<file path="config.mk">
export PLATFORM = sky130hd
export DESIGN_NAME = sdram_cmd_core
export DESIGN_NICKNAME = d
export VERILOG_FILES = /design/src/pkg/sdram_pkg.sv /design/src/pkg/read_pipe_if.sv /design/src/design/read_out_pipe.sv /design/src/design/sdram_cmd_core.sv
export SDC_FILE = /design/constraint.sdc
export NUM_CORES = 1
export LEC_CHECK = 0
export BUFFER_PORTS_ARGS = -buffer_cell sky130_fd_sc_hd__clkbuf_2
export CAP_MARGIN = 20
export CORE_ASPECT_RATIO = 0.6
export CORE_UTILIZATION = 64
export CTS_BUF_LIST = sky130_fd_sc_hd__clkbuf_2
export CTS_CLUSTER_SIZE = 25
export DETAILED_ROUTE_END_ITERATION = 6
export PLACE_DENSITY = 0.87
export SYNTH_ARGS = -nofsm -noshare
export SYNTH_HDL_FRONTEND = slang
export SYNTH_HIERARCHICAL = 1
export SYNTH_SLANG_ARGS = --single-unit
export TNS_END_PERCENT = 1
</file>
<file path="constraint.sdc">
create_clock -name clk_sys -period 5.6 [get_ports clk_sys]
set_input_delay 0 -clock clk_sys [delete_from_list [all_inputs] [get_ports clk_sys]]
set_output_delay 0 -clock clk_sys [all_outputs]
set_load 0.05 [all_outputs]
</file>
<file path="src/pkg/sdram_pkg.sv">
// package: command codes, geometry, timing constants for the sdram command core
package sdram_pkg;
  localparam int unsigned CLK_PERIOD_PS        = 5000;
  localparam int unsigned ROW_BITS             = 12;
  localparam int unsigned COL_BITS             = 8;
  localparam int unsigned BANK_BITS            = 2;
  localparam int unsigned DATA_BITS            = 32;
  localparam int unsigned MASK_BITS            = 4;
  localparam int unsigned AP_BIT               = 10;   // auto_precharge_select_bit position
  localparam int unsigned MASK_READ_LATENCY    = 2;
  localparam int unsigned ROW_ACTIVE_TIME_PS   = 42000;
  localparam int unsigned ROW_ACTIVE_CYCLES    =
    (ROW_ACTIVE_TIME_PS + CLK_PERIOD_PS - 1) / CLK_PERIOD_PS;
  localparam logic [2:0]  BL_FULL_PAGE         = 3'h7;
  localparam logic [1:0]  READ_LATENCY_RESET   = 2'h3;
  localparam logic [2:0]  BURST_CODE_RESET     = 3'h2;
  // {ras_n, cas_n, we_n}
  typedef enum logic [2:0] {
    CMD_ACTIVATE  = 3'b011,
    CMD_READ      = 3'b101,
    CMD_WRITE     = 3'b100,
    CMD_TERMINATE = 3'b110,
    CMD_PRECHARGE = 3'b010,
    CMD_REFRESH   = 3'b001,
    CMD_MODE      = 3'b000,
    CMD_NOP       = 3'b111
  } cmd_t;
  typedef enum logic [1:0] {
    PWR_NORMAL = 2'b00,
    PWR_SELF   = 2'b01
  } pwr_t;
endpackage : sdram_pkg

</file>
<file path="src/pkg/read_pipe_if.sv">
// interface: read data path between the command core and the output pipe
`timescale 1ns/1ps
interface read_pipe_if;
  import sdram_pkg::*;
  logic                 push;
  logic [DATA_BITS-1:0] word;
  logic [1:0]           latency;
  logic                 cut;
  modport core (output push, output word, output latency, output cut);
  modport pipe (input push, input word, input latency, input cut);
endinterface : read_pipe_if

</file>
<file path="src/design/read_out_pipe.sv">
// module: read latency shift line driving the data pins
`timescale 1ns/1ps
module read_out_pipe
  import sdram_pkg::*;
(
  input  wire logic                 clk_sys,
  input  wire logic                 resetn,
  read_pipe_if.pipe                 rp,
  output logic [sdram_pkg::DATA_BITS-1:0] word_out,
  output logic                      word_valid
);
  import sdram_pkg::*;
  localparam int unsigned DEPTH = 3;
  logic [DEPTH-1:0]     vld;
  logic [DATA_BITS-1:0] dat [DEPTH];
  logic [DEPTH-1:0]     next_vld;
  // -------------------------------------------------------------
  // latency line
  // -------------------------------------------------------------
  // a cut clears words still in flight (write takes the bus)
  always_comb begin
    next_vld = {vld[DEPTH-2:0], rp.push};
    if (rp.cut) begin
      next_vld = '0;
    end
  end
  always_ff @(posedge clk_sys or negedge resetn) begin
    if (!resetn) begin
      vld <= '0;
    end else begin
      vld <= next_vld;
    end
  end
  always_ff @(posedge clk_sys) begin
    dat[0] <= rp.word;
    dat[1] <= dat[0];
    dat[2] <= dat[1];
  end
  // tap chosen by read latency, 1..3 cycles
  always_comb begin
    unique case (rp.latency)
      2'h1: begin
        word_valid = vld[0];
        word_out = dat[0];
      end
      2'h2: begin
        word_valid = vld[1];
        word_out = dat[1];
      end
      default: begin
        word_valid = vld[2];
        word_out = dat[2];
      end
    endcase
  end
endmodule : read_out_pipe

</file>
<file path="src/design/sdram_cmd_core.sv">
// module: sdram command core, refresh, activation and read bursts
// Functional notes
// - terminate cuts the latest read burst
// - terminate leaves row open
// - refresh row from internal counter
// - self refresh entered refresh with cke low
// - self refresh internal, minimum row active time
// - automotive grade has no self refresh
// - first word after read latency
// - fixed burst floats, full page wraps
// - write floats data lines
// - address bit selects auto precharge
// - mask bit per byte lane
`timescale 1ns/1ps
module sdram_cmd_core
  import sdram_pkg::*;
#(
  parameter int unsigned NUM_BANKS = 4
) (
  input  wire logic                        clk_sys,
  input  wire logic                        resetn,
  input  wire logic                        cke,
  input  wire logic                        cs_n,
  input  wire logic                        ras_n,
  input  wire logic                        cas_n,
  input  wire logic                        we_n,
  input  wire logic [sdram_pkg::BANK_BITS-1:0] bank_sel,
  input  wire logic [sdram_pkg::ROW_BITS-1:0]  addr,
  input  wire logic [sdram_pkg::MASK_BITS-1:0] byte_mask,
  input  wire logic                        automotive_grade,
  input  wire logic [sdram_pkg::DATA_BITS-1:0] array_rdata,
  output logic [sdram_pkg::BANK_BITS-1:0]  array_bank,
  output logic [sdram_pkg::ROW_BITS-1:0]   array_row,
  output logic [sdram_pkg::COL_BITS-1:0]   array_col,
  output logic                             refresh_pulse,
  output logic [sdram_pkg::ROW_BITS-1:0]   refresh_row,
  output logic [sdram_pkg::DATA_BITS-1:0]  dq_out,
  output logic [sdram_pkg::MASK_BITS-1:0]  dq_oe_n,
  output logic [NUM_BANKS-1:0]             row_open,
  output logic                             self_refresh
);
  import sdram_pkg::*;
  // -------------------------------------------------------------
  // input capture (pins from another clock domain)
  // -------------------------------------------------------------
  logic [ROW_BITS+BANK_BITS+MASK_BITS+5:0] pin_s1;
  logic [ROW_BITS+BANK_BITS+MASK_BITS+5:0] pin_s2;
  always_ff @(posedge clk_sys or negedge resetn) begin
    if (!resetn) begin
      pin_s1 <= '1;
      pin_s2 <= '1;
    end else begin
      pin_s1 <= {automotive_grade, cke, cs_n, ras_n, cas_n, we_n, bank_sel, addr, byte_mask};
      pin_s2 <= pin_s1;
    end
  end
  logic                 s_auto, s_cke;
  logic                 s_cs_n;
  cmd_t                 s_cmd;
  logic [BANK_BITS-1:0] s_bank;
  logic [ROW_BITS-1:0]  s_addr;
  logic [MASK_BITS-1:0] s_mask;
  assign {s_auto, s_cke, s_cs_n} = pin_s2[ROW_BITS+BANK_BITS+MASK_BITS+5 -: 3];
  assign s_cmd  = cmd_t'(pin_s2[ROW_BITS+BANK_BITS+MASK_BITS+2 -: 3]);
  assign s_bank = pin_s2[ROW_BITS+MASK_BITS +: BANK_BITS];
  assign s_addr = pin_s2[MASK_BITS +: ROW_BITS];
  assign s_mask = pin_s2[MASK_BITS-1:0];
  // command decode is used in several places
  function automatic logic is_cmd(input logic cs_low, input cmd_t c, input cmd_t want);
    return cs_low && (c == want);
  endfunction : is_cmd
  // -------------------------------------------------------------
  // state
  // -------------------------------------------------------------
  pwr_t                  pwr, next_pwr;
  logic [NUM_BANKS-1:0]  open_q, next_open;
  logic [ROW_BITS-1:0]   rows [NUM_BANKS];
  logic [ROW_BITS-1:0]   next_rows [NUM_BANKS];
  logic [ROW_BITS-1:0]   rfc, next_rfc;
  logic                  burst_on, next_burst_on;
  logic [BANK_BITS-1:0]  bbank, next_bbank;
  logic [COL_BITS-1:0]   bcol, next_bcol;
  logic [COL_BITS:0]     bleft, next_bleft;
  logic                  bap, next_bap;
  logic [1:0]            latency, next_latency;
  logic [2:0]            blen, next_blen;
  logic [7:0]            sr_cnt, next_sr_cnt;
  logic                  rpulse, next_rpulse;
  logic [MASK_BITS-1:0]  mask_d1, mask_d2;
  logic                  cs_low;
  logic                  push, cut;
  read_pipe_if rp();
  assign cs_low = !s_cs_n;
  // burst length from mode code: 1,2,4,8 or full page
  function automatic logic [COL_BITS:0] burst_len(input logic [2:0] code);
    return (code == BL_FULL_PAGE) ? {1'b1, {COL_BITS{1'b0}}} :
           (COL_BITS+1)'(1 << code[1:0]);
  endfunction : burst_len
  // -------------------------------------------------------------
  // next-state logic
  // -------------------------------------------------------------
  always_comb begin
    next_pwr = pwr;
    next_open = open_q;
    next_rows = rows;
    next_rfc = rfc;
    next_burst_on = burst_on;
    next_bbank = bbank;
    next_bcol = bcol;
    next_bleft = bleft;
    next_bap = bap;
    next_latency = latency;
    next_blen = blen;
    next_sr_cnt = sr_cnt;
    next_rpulse = 1'b0;
    push = 1'b0;
    cut = 1'b0;
    // running burst: one word a cycle, full page wraps at column 0
    if (burst_on && pwr == PWR_NORMAL) begin
      push = 1'b1;
      next_bcol = bcol + 1'b1;
      if (blen != BL_FULL_PAGE) begin
        next_bleft = bleft - 1'b1;
        if (bleft == 1) begin
          next_burst_on = 1'b0;
          if (bap) begin
            next_open[bbank] = 1'b0;
          end
        end
      end
    end
    unique case (pwr)
      PWR_NORMAL: begin
        if (is_cmd(cs_low, s_cmd, CMD_REFRESH)) begin
          // row taken from own counter, address ignored
          next_rfc = rfc + 1'b1;
          next_rpulse = 1'b1;
          // cke low selects self refresh, not on automotive parts
          if (!s_cke && !s_auto) begin
            next_pwr = PWR_SELF;
            next_sr_cnt = '0;
          end
        end else if (is_cmd(cs_low, s_cmd, CMD_ACTIVATE)) begin
          next_open[s_bank] = 1'b1;
          next_rows[s_bank] = s_addr;
        end else if (is_cmd(cs_low, s_cmd, CMD_READ)) begin
          // a new read cuts the previous one, any clock
          next_burst_on = 1'b1;
          next_bbank = s_bank;
          next_bcol = s_addr[COL_BITS-1:0];
          next_bleft = burst_len(blen);
          next_bap = s_addr[AP_BIT] && (blen != BL_FULL_PAGE);
        end else if (is_cmd(cs_low, s_cmd, CMD_WRITE)) begin
          // write stops read output regardless of mask
          next_burst_on = 1'b0;
          cut = 1'b1;
        end else if (is_cmd(cs_low, s_cmd, CMD_TERMINATE)) begin
          // stop the latest burst, row stays open
          next_burst_on = 1'b0;
        end else if (is_cmd(cs_low, s_cmd, CMD_PRECHARGE)) begin
          if (s_addr[AP_BIT]) begin
            next_open = '0;
          end else begin
            next_open[s_bank] = 1'b0;
          end
          if (s_addr[AP_BIT] || s_bank == bbank) begin
            next_burst_on = 1'b0;
          end
        end else if (is_cmd(cs_low, s_cmd, CMD_MODE)) begin
          next_latency = (s_addr[5:4] == 2'h0) ? READ_LATENCY_RESET : s_addr[5:4];
          next_blen = s_addr[2:0];
        end
      end
      PWR_SELF: begin
        // internal refresh timer; all inputs but cke ignored
        next_burst_on = 1'b0;
        next_sr_cnt = (sr_cnt == 8'hFF) ? 8'hE0 : sr_cnt + 1'b1; // wrap keeps timer bits moving
        if (sr_cnt[4:0] == 5'h1F) begin
          next_rfc = rfc + 1'b1;
          next_rpulse = 1'b1;
        end
        if (s_cke && sr_cnt >= 8'(ROW_ACTIVE_CYCLES)) begin
          next_pwr = PWR_NORMAL;
        end
      end
    endcase
  end
  // -------------------------------------------------------------
  // registers
  // -------------------------------------------------------------
  always_ff @(posedge clk_sys or negedge resetn) begin
    if (!resetn) begin
      pwr <= PWR_NORMAL;
      open_q <= '0;
      rows <= '{default: '0};
      rfc <= '0;
      burst_on <= 1'b0;
      bbank <= '0;
      bcol <= '0;
      bleft <= '0;
      bap <= 1'b0;
      latency <= READ_LATENCY_RESET;
      blen <= BURST_CODE_RESET;
      sr_cnt <= '0;
      rpulse <= 1'b0;
      mask_d1 <= '1;
      mask_d2 <= '1;
    end else begin
      pwr <= next_pwr;
      open_q <= next_open;
      rows <= next_rows;
      rfc <= next_rfc;
      burst_on <= next_burst_on;
      bbank <= next_bbank;
      bcol <= next_bcol;
      bleft <= next_bleft;
      bap <= next_bap;
      latency <= next_latency;
      blen <= next_blen;
      sr_cnt <= next_sr_cnt;
      rpulse <= next_rpulse;
      mask_d1 <= s_mask; // mask acts two clocks later
      mask_d2 <= mask_d1;
    end
  end
  // -------------------------------------------------------------
  // read path
  // -------------------------------------------------------------
  assign rp.push = push;
  assign rp.word = array_rdata;
  assign rp.latency = latency;
  assign rp.cut = cut;
  logic [DATA_BITS-1:0] pword;
  logic                 pvalid;
  read_out_pipe u_pipe (
    .clk_sys    (clk_sys),
    .resetn     (resetn),
    .rp         (rp.pipe),
    .word_out   (pword),
    .word_valid (pvalid)
  );
  // output registers; one mask bit per byte lane
  always_ff @(posedge clk_sys or negedge resetn) begin
    if (!resetn) begin
      dq_out <= '0;
      dq_oe_n <= '1;
      array_bank <= '0;
      array_row <= '0;
      array_col <= '0;
      refresh_pulse <= 1'b0;
      refresh_row <= '0;
      row_open <= '0;
      self_refresh <= 1'b0;
    end else begin
      dq_out <= pword;
      dq_oe_n <= (pvalid && !cut) ? mask_d2 : '1;
      array_bank <= next_bbank; // address leads so the array word meets its push
      array_row <= next_rows[next_bbank];
      array_col <= next_bcol;
      refresh_pulse <= rpulse;
      refresh_row <= rfc;
      row_open <= open_q;
      self_refresh <= (pwr == PWR_SELF);
    end
  end
endmodule : sdram_cmd_core

</file>
==> flow_metrics.py <==
metrics = {
    "global_route": {
        "grt_busiest_layer": "met2",
        "grtUsageMet1_pct": 37.0,
        "antenna_found_initial": 1,
        "grt_use_met3_pct": 6.25,
        "grt_pass1_wl_microns": 37800,
        "gr-total-overflow": 0,
        "grt_max_degree": 82,
        "grt_pass1_vias": 7402,
        "grt_use_met2_pct": 42.4,
        "grtUsageTotal_pct": 26.9,
    },
    "setup_path": {
        "crit_buf_inv": 0,
        "cp-start-kind": "flop",
        "crit_slowest_cell": "a21oi_2",
        "max_stage_delay_ns": 0.96,
        "crit_type": "reg -> reg",
        "critical_path.top_delay_family": "compound AO/OA/AOI/OAI gates",
        "critPathMaxFanout": 14,
        "path_cells": "nor3b_4, nand2_1, a21oi_2, mux2i_1",
        "crit_arrival_ns": 3.47,
        "critPathRequiredTime_ns": 6.28,
        "cp-end-kind": "flop",
    },
    "pwr": {
        "leakagePower_nw": 6.57,
        "seq_power_share_pct": 43.8,
        "internal_power_w": 0.00419,
        "pwr-share-comb_pct": 33.4,
        "pwr-share-clk_pct": 22.9,
        "ir_worst_vdd_v": 0.000262,
        "p_sw_share_pct": 39.5,
        "p_per_area_mw_per_mm2": 504,
        "switching_power_w": 0.00274,
    },
    "yosys": {
        "yosys_warnings": 6,
        "synth_nets": 840,
        "synthArstFlopShare_pct": 70.1,
        "synthCells": 772,
        "yosys.area.top_type_share_pct": 36.2,
        "synthTopCellsByArea": "dfrtp_1 36%, dfxtp_1 17%, dfstp_2 15%, mux2_2 4.2%, mux2i_1 3.4%",
        "syn-cell-area_sq_mm": 0.0112,
        "synth.yosys.seq_area_share_pct": 68.2,
        "synth_edf_count": 0,
        "synth_seq_cells": 321,
        "synthFlopType": "dfrtp_1",
        "yosysMostFrequentCell": "dfrtp_1",
        "yosysTopAreaCell": "dfrtp_1",
        "syn_avg_cell_area_sq_um": 14.5,
        "synthTopCellsByCount": "162 x dfrtp_1, 96 x dfxtp_1, 69 x nand2_1, 63 x dfstp_2, 42 x mux2_2",
        "yosys.cell_types.count": 59,
    },
    "sta": {
        "fin_ws_ns": 2.80,
        "setup_viol": 0,
        "max_freq_ghz": 0.357,
        "rsz0062_at_grt": "false",
        "hold_violations": 0,
        "fin_crit_sh_pct": 50.0,
        "finalCriticalPeriod_ns": 2.80,
        "setup_tns_ns": 0,
        "worst_slew_margin_rel_pct": 25.6,
        "fin_skew_ns": 0.0673,
        "slew_viol_final": 0,
        "max_slew.worst_pin.slew_ns": 1.12,
    },
    "die": {
        "dieArea_sq_mm": 0.0180,
        "die_x_microns": 173,
        "core_area_sq_mm": 0.0171,
        "rows": 37,
        "initial_core_util_pct": 65.4,
        "io_pins": 134,
        "die_y_microns": 104,
    },
    "finish": {
        "fin_nets": 1130,
        "syn_to_final_growth_pct": 22.9,
        "drive_gt1_share_pct": 39.8,
        "final_cell_area_sq_mm": 0.0138,
        "fillers": 998,
    },
    "drt": {
        "wl_per_cell_microns": 17.3,
        "drc": 0,
        "routed_wl_microns": 23400,
        "vias_per_cell": 5.19,
        "vias": 7026,
        "firstDrtPassIters": 5,
        "ant_nets": 0,
        "dr.first_iter.drc_count": 423,
    },
    "place": {
        "place.detailed.hpwl_microns": 12800,
        "gp_congestion": 0.875,
        "dpl_cell_area_sq_mm": 0.0118,
        "dp_slack_ns": 2.87,
        "portBuffers": 133,
    },
    "clock_network": {
        "clk_path_buf_depth": 3,
        "cts_root_buffer": "clkbuf_2",
        "htreeDepth": 3,
        "worstSkewPairLatency_ns": 0.79,
        "cts_buffers": 69,
        "post_cts_resized": 0,
        "cts_tree": "done",
        "path_clk_slew_ns": 0.12,
        "numClockSinks": 321,
    },
    "outcome": {
        "status": "finished, final reports clean",
    },
    "flow_run": {
        "maxCapViolations": 0,
    },
    "min_path": {
        "hold_class": "reg -> reg",
    },
}
cells by family (layout without fill, tap and decap cells):
family,after synthesis,in the layout,share of synthesized area [%]
DFF,321,321,68.2
adders and majority gates,10,10,1.12
muxes,91,91,9.10
and+or+nand+nor,152,152,6.88
other,0,1,0
buffers and inverters,52,398,3.93
xor gates and xnor gates,28,28,2.19
AOI/OAI and AO/OA,118,118,8.63
through the flow:
| stage | utilization [%] | hold slack (ns) | total power (W) | std cells |
|---|---|---|---|---|
| after floorplan | - | -0.296 | 0.00491 | 772 |
| after global placement | 69.1 | -0.0176 | 0.00520 | 1109 |
| after detailed placement | 69.1 | -0.0205 | 0.00528 | 1109 |
| after CTS | 80.2 | 0.300 | 0.00692 | 1351 |
| after global routing | 80.3 | 0.316 | 0.00729 | 1353 |
| final | 80.3 | 0.324 | 0.00693 | 1353 |
routing by layer:
| metal | vias to the layer above | routed length (microns) |
|---|---|---|
| met2 | 240 | 11200 |
| met1 | 3460 | 10600 |
| met3 | 43 | 1190 |
| met4 | 0 | 415 |
| met5 | - | 0 |
| li1 | 3283 | - |
power by group through the flow:
stage               logic [W]  registers [W]  clock network [W]
CTS                   0.00228        0.00303            0.00161
detailed placement    0.00221        0.00307                  0
finish                0.00232        0.00303            0.00158
global route          0.00246        0.00308            0.00175
global placement      0.00215        0.00305                  0
floorplan             0.00122        0.00369                  0
flip-flops by register name, indices dropped and copies added (netlist names), 8 cells and up:
register and cells:
u_pipe/dat 96, dq_out 32, pin_s1 24, array_col 8, bleft 9, rfc 12
sr_cnt 8, array_row 12, pin_s2 24, refresh_row 12, rows 48
layout by cell type, fill, tap and decap left out, types with 10 or more instances in the layout:
| cell | netlist | final |
|---|---|---|
| dfxtp_1 | 96 | 96 |
| o21ai_1 | 10 | 10 |
| a21oi_1 | 14 | 14 |
| and3_1 | 10 | 10 |
| mux2_4 | 11 | 11 |
| xnor2_1 | 15 | 15 |
| dfrtp_1 | 162 | 162 |
| o21ai_2 | 20 | 20 |
| a22oi_2 | 30 | 30 |
| dlygate4sd3_1 | 0 | 114 |
| mux2_2 | 42 | 42 |
| o21ai_0 | 19 | 19 |
| xor2_1 | 13 | 13 |
| nor2_1 | 21 | 21 |
| clkbuf_2 | 1 | 245 |
| inv_1 | 17 | 17 |
| mux2i_1 | 38 | 38 |
| nand2_1 | 69 | 69 |
| dfstp_2 | 63 | 63 |
layout make-up:
class | count | area (sq um) | share of cell area [%]
Antenna cell | 1 | 2.50 | 0.0182
Clock buffer | 113 | 566 | 4.11
Clock inverter | 14 | 164 | 1.19
Inverter | 17 | 63.8 | 0.464
Multi-Input combinational cell | 399 | 3130 | 22.8
Sequential cell | 321 | 7630 | 55.5
Tap cell | 234 | 293 | 2.13
Timing Repair Buffer | 254 | 1910 | 13.9
final timing paths:
path / start / endpoint / slack, ns / cells past startpoint
hold / removal: u_pipe/dat[0][18] / u_pipe/dat[0][50] / 0.32 / 0
min in group asynchronous: resetn / pin_s2[9] / 0.41 / 3
hold reg to reg: u_pipe/dat[0][18] / u_pipe/dat[0][50] / 0.32 / 0
setup / recovery: pin_s2[18] / array_row[3] / 2.80 / 4
max in group asynchronous: resetn / rows[15] / 4.18 / 4
setup reg to reg: pin_s2[18] / array_row[3] / 2.80 / 4
timing repair:
item,4_1_cts,5_1_grt
buffers inserted,0,0
hold endpoints to repair,229,0
hold buffers,115,0
Power figures use the tool's default switching activity.
